<file path="src/rh_regs_pkg.sv">
// constants for the low-speed threshold and first root hub descriptor registers
// assumes a 32-bit AXI4-Lite register bus clocked by mclk
package rh_regs_pkg;
  localparam logic [7:0]  LS_THRESH_OFFSET = 8'h44;
  localparam logic [7:0]  RH_DESC_A_OFFSET = 8'h48;
  localparam logic [7:0]  CTRL_OFFSET      = 8'h50;
  localparam int          THRESH_MSB       = 11;
  localparam int          FRAME_MSB        = 13;
  localparam logic [11:0] THRESH_RESET     = 12'h628;
  localparam int          POWER_GOOD_LSB   = 24;
  localparam int          NO_OC_BIT        = 12;
  localparam int          OC_MODE_BIT      = 11;
  localparam int          COMPOUND_BIT     = 10;
  localparam int          ALWAYS_PWR_BIT   = 9;
  localparam int          SWITCH_MODE_BIT  = 8;
  localparam logic [7:0]  POWER_GOOD_RESET = 8'hff;
  localparam logic [7:0]  PORTS_TWO        = 8'h02;
  localparam logic [7:0]  PORTS_ONE        = 8'h01;
  localparam int          POWER_GOOD_UNIT_MS = 2;
  localparam logic [1:0]  RESP_OKAY        = 2'h0;
  localparam logic [1:0]  RESP_SLVERR      = 2'h2;
endpackage

</file>
<file path="src/axil_if.sv">
// write/read strobes between the bus slave and the register bank
// assumes one clock; strobes are one-cycle pulses
`timescale 1ns/1ps
interface axil_if;
  logic        wrEn;
  logic [7:0]  wrAddr;
  logic [31:0] wrData;
  logic [3:0]  wrStrb;
  logic        wrHit;
  logic [7:0]  rdAddr;
  logic [31:0] rdData;
  logic        rdHit;
  modport slave (output wrEn, wrAddr, wrData, wrStrb, rdAddr,
                 input wrHit, rdData, rdHit);
  modport bank  (input wrEn, wrAddr, wrData, wrStrb, rdAddr,
                 output wrHit, rdData, rdHit);
endinterface

</file>
<file path="src/axil_slave.sv">
// AXI4-Lite slave front end, one write and one read outstanding
// assumes synchronous active-high reset; decode is done by the bank
`timescale 1ns/1ps
module axil_slave
  import rh_regs_pkg::*;
(
  // clock and reset
  input  wire logic        mclk,
  input  wire logic        rst,
  // write channels
  input  wire logic [7:0]  awaddr,
  input  wire logic        awvalid,
  output logic             awready,
  input  wire logic [31:0] wdata,
  input  wire logic [3:0]  wstrb,
  input  wire logic        wvalid,
  output logic             wready,
  output logic [1:0]       bresp,
  output logic             bvalid,
  input  wire logic        bready,
  // read channels
  input  wire logic [7:0]  araddr,
  input  wire logic        arvalid,
  output logic             arready,
  output logic [31:0]      rdata,
  output logic [1:0]       rresp,
  output logic             rvalid,
  input  wire logic        rready,
  // register bank side
  axil_if.slave            regs
);
  logic        awHave_reg, awHave_next, wHave_reg, wHave_next;
  logic [7:0]  awAddr_reg, awAddr_next;
  logic [31:0] wData_reg, wData_next;
  logic [3:0]  wStrb_reg, wStrb_next;
  logic        bValid_reg, bValid_next, rValid_reg, rValid_next;
  logic [1:0]  bResp_reg, bResp_next, rResp_reg, rResp_next;
  logic [31:0] rData_reg, rData_next;
  logic        doWrite;

  // address and data taken in either order, response after both
  assign awready = !awHave_reg && !bValid_reg;
  assign wready  = !wHave_reg && !bValid_reg;
  assign arready = !rValid_reg;
  assign doWrite = awHave_reg && wHave_reg;
  assign regs.wrEn   = doWrite;
  assign regs.wrAddr = awAddr_reg;
  assign regs.wrData = wData_reg;
  assign regs.wrStrb = wStrb_reg;
  assign regs.rdAddr = araddr;
  assign bvalid = bValid_reg;
  assign bresp  = bResp_reg;
  assign rvalid = rValid_reg;
  assign rresp  = rResp_reg;
  assign rdata  = rData_reg;

  // next state of both channels
  always_comb begin
    awHave_next = awHave_reg;
    awAddr_next = awAddr_reg;
    wHave_next  = wHave_reg;
    wData_next  = wData_reg;
    wStrb_next  = wStrb_reg;
    bValid_next = bValid_reg;
    bResp_next  = bResp_reg;
    rValid_next = rValid_reg;
    rResp_next  = rResp_reg;
    rData_next  = rData_reg;
    if (awvalid && awready) begin
      awHave_next = 1'b1;
      awAddr_next = awaddr;
    end
    if (wvalid && wready) begin
      wHave_next = 1'b1;
      wData_next = wdata;
      wStrb_next = wstrb;
    end
    if (doWrite) begin
      awHave_next = 1'b0;
      wHave_next  = 1'b0;
      bValid_next = 1'b1;
      bResp_next  = regs.wrHit ? RESP_OKAY : RESP_SLVERR;
    end else if (bValid_reg && bready) begin
      bValid_next = 1'b0;
    end
    if (arvalid && arready) begin
      rValid_next = 1'b1;
      rData_next  = regs.rdHit ? regs.rdData : 32'h0000_0000;
      rResp_next  = regs.rdHit ? RESP_OKAY : RESP_SLVERR;
    end else if (rValid_reg && rready) begin
      rValid_next = 1'b0;
    end
  end

  // registers only
  always_ff @(posedge mclk) begin
    if (rst) begin
      awHave_reg <= 1'b0;
      awAddr_reg <= 8'h00;
      wHave_reg  <= 1'b0;
      wData_reg  <= 32'h0000_0000;
      wStrb_reg  <= 4'h0;
      bValid_reg <= 1'b0;
      bResp_reg  <= 2'h0;
      rValid_reg <= 1'b0;
      rResp_reg  <= 2'h0;
      rData_reg  <= 32'h0000_0000;
    end else begin
      awHave_reg <= awHave_next;
      awAddr_reg <= awAddr_next;
      wHave_reg  <= wHave_next;
      wData_reg  <= wData_next;
      wStrb_reg  <= wStrb_next;
      bValid_reg <= bValid_next;
      bResp_reg  <= bResp_next;
      rValid_reg <= rValid_next;
      rResp_reg  <= rResp_next;
      rData_reg  <= rData_next;
    end
  end
endmodule

</file>
<file path="src/lowspeed_threshold_roothub_desc_a.sv">
// low-speed start threshold and first root hub descriptor register bank
// assumes AXI4-Lite master, frame counter and port-config strap on mclk
// Notes on behaviour
// - start low-speed only when remaining time >= threshold
// - power-good byte in 2 ms units, software waits
// - no-protection set means none; else mode selects
// - overcurrent mode resets equal to switch mode
// - port count read-only, reset by port configuration
// - mode one reports overcurrent per port
// - compound device bit always reads zero
// - switch mode: zero ganged, one per port
//
// Chosen here: register access over AXI4-Lite.
`timescale 1ns/1ps
module lowspeed_threshold_roothub_desc_a
  import rh_regs_pkg::*;
(
  // clock and reset
  input  wire logic        mclk,
  input  wire logic        rst,
  // AXI4-Lite write
  input  wire logic [7:0]  awaddr,
  input  wire logic        awvalid,
  output logic             awready,
  input  wire logic [31:0] wdata,
  input  wire logic [3:0]  wstrb,
  input  wire logic        wvalid,
  output logic             wready,
  output logic [1:0]       bresp,
  output logic             bvalid,
  input  wire logic        bready,
  // AXI4-Lite read
  input  wire logic [7:0]  araddr,
  input  wire logic        arvalid,
  output logic             arready,
  output logic [31:0]      rdata,
  output logic [1:0]       rresp,
  output logic             rvalid,
  input  wire logic        rready,
  // port configuration strap, high for two ports
  input  wire logic        twoPortConfig,
  // low-speed start gate
  input  wire logic [13:0] frameTimeRemaining,
  input  wire logic        lowSpeedRequest,
  output logic             lowSpeedStart,
  // root hub policy outputs
  output logic [7:0]       powerGoodDelay,
  output logic             perPortOvercurrent,
  output logic             collectiveOvercurrent,
  output logic             perPortPower,
  output logic             gangedPower
);
  axil_if regs ();

  axil_slave busSlave (
    .mclk    (mclk),
    .rst     (rst),
    .awaddr  (awaddr),
    .awvalid (awvalid),
    .awready (awready),
    .wdata   (wdata),
    .wstrb   (wstrb),
    .wvalid  (wvalid),
    .wready  (wready),
    .bresp   (bresp),
    .bvalid  (bvalid),
    .bready  (bready),
    .araddr  (araddr),
    .arvalid (arvalid),
    .arready (arready),
    .rdata   (rdata),
    .rresp   (rresp),
    .rvalid  (rvalid),
    .rready  (rready),
    .regs    (regs)
  );

  logic [31:0] thresh_reg, thresh_next;
  logic [31:0] descA_reg, descA_next;
  logic        resetSeen_reg, resetSeen_next;
  logic [7:0]  portCount_reg, portCount_next;
  logic        startGate_reg, startGate_next;
  logic [31:0] descARead;

  // byte-lane merge of a write into a word
  function automatic logic [31:0] merge(input logic [31:0] old, input logic [31:0] nw,
                                        input logic [3:0] strb);
    logic [31:0] res;
    res = old;
    for (int i = 0; i < 4; i++) begin
      if (strb[i]) begin
        res[i*8 +: 8] = nw[i*8 +: 8];
      end
    end
    return res;
  endfunction

  // read view: compound flag forced low, port count from strap
  always_comb begin
    descARead = descA_reg;
    descARead[COMPOUND_BIT] = 1'b0;
    descARead[7:0] = portCount_reg;
  end

  // decode; reserved bits are stored as written, software keeps them at reset
  always_comb begin
    thresh_next    = thresh_reg;
    descA_next     = descA_reg;
    resetSeen_next = 1'b1;
    portCount_next = portCount_reg;
    regs.wrHit     = 1'b0;
    regs.rdHit     = 1'b0;
    regs.rdData    = 32'h0000_0000;
    // strap caught on the first clock after reset release
    if (!resetSeen_reg) begin
      portCount_next = twoPortConfig ? PORTS_TWO : PORTS_ONE;
    end
    if (regs.wrAddr == LS_THRESH_OFFSET || regs.wrAddr == RH_DESC_A_OFFSET) begin
      regs.wrHit = 1'b1;
    end
    if (regs.wrEn && regs.wrAddr == LS_THRESH_OFFSET) begin
      thresh_next = merge(thresh_reg, regs.wrData, regs.wrStrb);
    end
    if (regs.wrEn && regs.wrAddr == RH_DESC_A_OFFSET) begin
      descA_next = merge(descA_reg, regs.wrData, regs.wrStrb);
    end
    if (regs.rdAddr == LS_THRESH_OFFSET) begin
      regs.rdHit  = 1'b1;
      regs.rdData = thresh_reg;
    end else if (regs.rdAddr == RH_DESC_A_OFFSET) begin
      regs.rdHit  = 1'b1;
      regs.rdData = descARead;
    end
  end

  // low-speed start decision, registered
  always_comb begin
    startGate_next = lowSpeedRequest &&
                     (frameTimeRemaining >= {2'b00, thresh_reg[THRESH_MSB:0]});
  end

  // state registers
  always_ff @(posedge mclk) begin
    if (rst) begin
      thresh_reg    <= {20'h00000, THRESH_RESET};
      // overcurrent mode resets equal to switch mode: bits 11 and 8 both one
      // low byte is shadowed by the strap on reads, stored value unused
      descA_reg     <= {POWER_GOOD_RESET, 16'h0009, PORTS_ONE};
      resetSeen_reg <= 1'b0;
      portCount_reg <= PORTS_ONE;
      startGate_reg <= 1'b0;
    end else begin
      thresh_reg    <= thresh_next;
      descA_reg     <= descA_next;
      resetSeen_reg <= resetSeen_next;
      portCount_reg <= portCount_next;
      startGate_reg <= startGate_next;
    end
  end

  // policy outputs decoded from the descriptor
  assign lowSpeedStart  = startGate_reg;
  assign powerGoodDelay = descA_reg[31:POWER_GOOD_LSB];
  assign perPortOvercurrent =
    !descA_reg[NO_OC_BIT] && descA_reg[OC_MODE_BIT];
  assign collectiveOvercurrent =
    !descA_reg[NO_OC_BIT] && !descA_reg[OC_MODE_BIT];
  assign perPortPower = !descA_reg[ALWAYS_PWR_BIT] && descA_reg[SWITCH_MODE_BIT];
  assign gangedPower  = !descA_reg[ALWAYS_PWR_BIT] && !descA_reg[SWITCH_MODE_BIT];

  AST_LS_START: assert property (@(posedge mclk) disable iff (rst)
    lowSpeedRequest && frameTimeRemaining < {2'b00, thresh_reg[11:0]} |=> !lowSpeedStart)
    else $error("low-speed start below threshold");
  AST_LS_ALLOW: assert property (@(posedge mclk) disable iff (rst)
    lowSpeedRequest && frameTimeRemaining >= {2'b00, thresh_reg[11:0]} |=> lowSpeedStart)
    else $error("low-speed start withheld");
  AST_RESET_VAL: assert property (@(posedge mclk) $fell(rst) |->
    thresh_reg == 32'h0000_0628 && descA_reg[31:8] == 24'hff0009)
    else $error("bad reset values");
  AST_OC_MODE: assert property (@(posedge mclk) $fell(rst) |->
    descA_reg[OC_MODE_BIT] == descA_reg[SWITCH_MODE_BIT])
    else $error("overcurrent mode differs from switch mode at reset");
  AST_NO_OC: assert property (@(posedge mclk) disable iff (rst)
    descA_reg[NO_OC_BIT] |-> !perPortOvercurrent && !collectiveOvercurrent)
    else $error("overcurrent reported while unsupported");
  AST_PER_PORT: assert property (@(posedge mclk) disable iff (rst)
    regs.wrEn && regs.wrAddr == RH_DESC_A_OFFSET && regs.wrStrb[1] &&
    regs.wrData[12:11] == 2'b01 |=> perPortOvercurrent)
    else $error("per-port overcurrent not selected");
  AST_COMPOUND: assert property (@(posedge mclk) disable iff (rst)
    regs.rdAddr == RH_DESC_A_OFFSET |-> !regs.rdData[10])
    else $error("compound device bit read as one");
  AST_PORTS: assert property (@(posedge mclk) disable iff (rst)
    resetSeen_reg |=> $stable(portCount_reg))
    else $error("port count changed");
  AST_PWR_MODE: assert property (@(posedge mclk) disable iff (rst)
    !descA_reg[9] |-> perPortPower == descA_reg[8] && gangedPower != descA_reg[8])
    else $error("power switching mode mismatch");
  AST_POWER_GOOD: assert property (@(posedge mclk) disable iff (rst)
    regs.wrEn && regs.wrAddr == RH_DESC_A_OFFSET && regs.wrStrb[3] |=>
    powerGoodDelay == $past(regs.wrData[31:24]))
    else $error("power-good byte not stored");

  // byte-lane writes: strobed lanes land, others keep their value
  AST_THRESH_LANE: assert property (@(posedge mclk) disable iff (rst)
    regs.wrEn && regs.wrAddr == LS_THRESH_OFFSET && regs.wrStrb[0] |=>
    thresh_reg[7:0] == $past(regs.wrData[7:0]))
    else $error("threshold low byte not stored");
  AST_THRESH_KEEP: assert property (@(posedge mclk) disable iff (rst)
    regs.wrEn && regs.wrAddr == LS_THRESH_OFFSET && !regs.wrStrb[1] |=>
    thresh_reg[15:8] == $past(thresh_reg[15:8]))
    else $error("unstrobed threshold byte changed");
  // strap is caught once, on the first edge out of reset
  AST_PORT_STRAP: assert property (@(posedge mclk) disable iff (rst)
    !resetSeen_reg |=>
    portCount_reg == ($past(twoPortConfig) ? PORTS_TWO : PORTS_ONE))
    else $error("port count not taken from strap");
  AST_PORT_READ: assert property (@(posedge mclk) disable iff (rst)
    regs.rdAddr == RH_DESC_A_OFFSET |-> regs.rdData[7:0] == portCount_reg)
    else $error("port count byte not read back");
  AST_COLLECTIVE: assert property (@(posedge mclk) disable iff (rst)
    !descA_reg[NO_OC_BIT] && !descA_reg[OC_MODE_BIT] |->
    collectiveOvercurrent && !perPortOvercurrent)
    else $error("collective overcurrent not selected");
  // no start may leak out of a reset
  AST_START_RESET: assert property (@(posedge mclk) rst |=> !lowSpeedStart)
    else $error("low-speed start during reset");
endmodule

</file>
<file path="config.mk">
export PLATFORM = sky130hd
export DESIGN_NAME = lowspeed_threshold_roothub_desc_a
export DESIGN_NICKNAME = d
export VERILOG_FILES = /design/src/rh_regs_pkg.sv /design/src/axil_if.sv /design/src/axil_slave.sv /design/src/lowspeed_threshold_roothub_desc_a.sv
export SDC_FILE = /design/constraint.sdc
export NUM_CORES = 1
export LEC_CHECK = 0
export ABC_AREA = 1
export ABC_CLOCK_PERIOD_IN_PS = 1300
export BUFFER_PORTS_ARGS = -buffer_cell sky130_fd_sc_hd__buf_2
export CAP_MARGIN = 20
export CORE_MARGIN = 2
export CORE_UTILIZATION = 50
export DETAILED_ROUTE_END_ITERATION = 8
export PLACE_DENSITY_LB_ADDON = 0.05
export SLEW_MARGIN = 15
export SYNTH_ARGS = -nofsm -noshare
export SYNTH_HDL_FRONTEND = slang
export SYNTH_SLANG_ARGS = --single-unit
</file>
<file path="constraint.sdc">
create_clock -name mclk -period 1.3 [get_ports mclk]
set_input_delay 0.195 -clock mclk [delete_from_list [all_inputs] [get_ports mclk]]
set_output_delay 0.195 -clock mclk [all_outputs]
set_load 0.05 [all_outputs]
</file>
==> flow_summary.toml <==
[routing]
drt_pre_antenna_iters = 5
drt_drc = 0
vias = 6046
drt_via_density = 5.12
drt_iter0_markers = 446
average_wire_per_standard_cell_um = 14.4
routed_wl_um = 17000
drt.antenna.violating_nets = 0

[final_layout]
area_growth_syn_to_layout_pct = 33.0
fin_nets = 1086
final_layout_size_suffix_gt1_frac = 0.296
antennaDiodeCount = 0
filler_cell_count = 1029
final_design_area_no_fill_um2 = 8280
finished_core_util = 0.686

[logic_synthesis]
dominant_cells_by_area_after_synthesis = "dfxtp_1 45%, nand2_1 12%, nor2_1 7.2%, a21oi_1 6.1%, nand3_1 5.6%"
synth-main-ff-cell = "dfxtp_1"
synth_top_area_cell = "dfxtp_1"
post_synth_inst_count = 870
synth_seq_area_share = 0.454
synth_top_area_share = 0.454
synth.avg_cell_area_um2 = 7.15
yosys-top-cells-count = "191 x nand2_1, 141 x dfxtp_1, 119 x nor2_1"
synthDistinctLibCells = 23
synthesis.yosys.warnings = 0
postSynth.asyncResetShare = 0
ys_seq_elements = 141
yosysMostFrequentCell = "nand2_1"
syn-cell-area_um2 = 6220
synth_edf_count = 0

[critical_path]
r2r_slack_ns = -0.17
crit_path_end_kind = "register"
timing.reg2reg.worst_path_depth = 8
library_cell_appearing_most_often_on_the_critical_path = "nor2_4"
worst_setup_path_start_kind = "register"
critPathTopFamily = "simple AND/OR/NAND/NOR gates"
regToRegStartpoint = "busSlave.regs.wrAddr[4]$_SDFFE_PP0P_"
worstSetupPathType = "register to register"
worstPathArrival_ns = 1.78
critPathMaxFanout = 4
cp_slowest_cell = "dfxtp_2"
cp_buf_inv_count = 2
cpPeakStageDelay_ns = 0.33
timing.rr.end = "descA_reg[14]$_SDFFE_PP0P_"
crit_chain = "nor2_4 -> nand3_4 -> buf_6 -> nor2_4 -> buf_4 -> nand4_1 -> nand2_1 -> nor2_1"
worst-endpoint-required_ns = 1.60

[power_and_ir_drop]
clock_power_share = 0.457
combinational_fraction_of_design_power = 0.115
share_seq_of_total_power = 0.428
cellInternalPower_mw = 8.11
power.static_leakage_nw = 3.68
switching_power_mw = 2.63
power-per-cell-area_nw_per_um2 = 1300
worst_ir_drop_vdd_mv = 0.864
power.switching_fraction = 0.245

[timing]
layout_min_cycle_time_ns = 1.47
finalHoldViolations = 0
timing.clock.skew_ns = 0.00421
timing.final.crit_share = 1.13
final.setup.tns_ns = -2.42
rsz_0062_raised_after_global_routing = "yes"
max_freq_mhz = 679
timing.final.max_slew_violations = 0
final.setup.worst_slack_ns = -0.174
setup_viol = 55

[clock_tree]
cts_sinks = 141
cts_max_path_buffers = 2
clock_tree_from_tritoncts = "built"
worstSkewPairLatency_ns = 0.42
clock_buffer_count_from_cts = 17
clock-root-buffer = "clkbuf_16"
cts.clk_slew.worst_paths_ns = 0.05
htree_levels = 4

[min_path]
holdCritPathClass = "input pin to register"
holdPathEnd = "busSlave.bvalid$_SDFFE_PP0P_"
worstHoldPathCells = 4
holdCritStartpoint = "bready"

[placed_design]
dpl.hpwl_um = 11500
portBuffers = 126
dpl-instance-area_um2 = 7160
globalplace.congestion = 0.845

[floorplan]
floorplan.initialDensity = 0.516
num_io_pins = 129
fp.dieArea_um2 = 13400
rows = 40
floorplan.die.height_um = 116
design.core.area_um2 = 12100
die_width_um = 116

[grt]
number_of_antenna_violations_at_the_first_check_in_global_routing = 0
grt_max_degree = 79
grt_pass1_vias = 5294
globalRouteOverflowTotal = 0
global_route_wire_length_before_repair_um = 26200
grt.total_usage = 0.249

[status]
failed_checks = "setup timing"
outcome = "finished with violations"

[flow_run]
cap_viol_max_count = 0
-- power groups by stage --
stage | Combinational, mW | Sequential [mW] | Clock [mW]
3_5_place_dp | 1.11 | 4.68 | 0
6_report | 1.24 | 4.60 | 4.90
2_1_floorplan | 0.714 | 4.74 | 0
4_1_cts | 1.16 | 4.59 | 4.95
5_1_grt | 1.36 | 4.61 | 5.19
3_3_place_gp | 1.08 | 4.67 | 0
-- how the worst max path moves through the flow --
| stage | start | to | slack, ns | cells past startpoint |
|---|---|---|---|---|
| 2_1_floorplan | busSlave.rvalid$_SDFFE_PP0P_ | busSlave.rvalid$_SDFFE_PP0P_ | -0.10 | 5 |
| 3_3_place_gp | busSlave.wHave_reg$_SDFFE_PP0P_ | thresh_reg[25]$_SDFFE_PP0P_ | -0.04 | 6 |
| 3_5_place_dp | busSlave.regs.wrAddr[0]$_SDFFE_PP0P_ | thresh_reg[9]$_SDFFE_PP1P_ | -0.07 | 7 |
| 4_1_cts | busSlave.wHave_reg$_SDFFE_PP0P_ | wready | -0.09 | 3 |
| 5_1_grt | busSlave.regs.wrAddr[4]$_SDFFE_PP0P_ | descA_reg[14]$_SDFFE_PP0P_ | -0.20 | 8 |
| 6_report | busSlave.regs.wrAddr[4]$_SDFFE_PP0P_ | descA_reg[14]$_SDFFE_PP0P_ | -0.17 | 8 |
-- routing by layer --
metal,track usage,vias up,wire length (um)
met5,0,-,0
met4,0.0683,0,194
met3,0.0523,18,1030
met2,0.350,192,7140
met1,0.385,2776,8610
li1,-,3060,-
-- through the flow --
stage	hold WS, ns	instances	power, mW	setup slack [ns]
after floorplan	0.323	871	5.45	-0.103
after detailed placement	0.443	1138	5.78	-0.0743
after global routing	0.0171	1180	11.2	-0.203
after CTS	0.00603	1175	10.7	-0.0882
after global placement	0.429	1138	5.76	-0.0354
final	0.0155	1180	10.7	-0.174
-- worst register-to-register path: cells and delay by family (launching register included) --
family        cells  cell delay [ns]
simple gates      6             0.70
flops             1             0.33
buf+inv           2             0.33
-- kinds of logic (layout without fill, tap and decap cells) --
group,count (synthesis),in the layout,share of synthesized area
other,1,2,0.000603
AOI/OAI and AO/OA,132,132,0.107
adders and majority gates,12,12,0.0241
DFF,141,141,0.454
and+or+nand+nor,440,440,0.314
buffers and inverters,144,285,0.101
-- final cells by class --
type	count	area, um2	area share
Clock buffer	27	534	0.0645
Clock inverter	5	75.1	0.00907
Inverter	81	313	0.0378
Multi-Input combinational cell	586	3100	0.374
Sequential cell	141	2860	0.345
Tap cell	168	210	0.0254
Timing Repair Buffer	172	1190	0.144
-- repair_timing --
item,4_1_cts,5_1_grt
hold buffers,0,0
pin swaps,33,38
buffers inserted,4,3
resized for setup,43,70
setup endpoints to repair,65,81
gates cloned,1,2
-- layout by cell type (no fill, tap or decap), drive strengths merged, types with 2 or more instances in the layout --
cell and count:
nand2 192, inv 80, dfxtp 141, buf 168
o21ai 55, nand3 74, clkbuf 31, a21oi 76
nand4 41, clkinv 3, conb 2, bufinv 2
nor2 132, ha 12
Power figures use the tool's default switching activity.
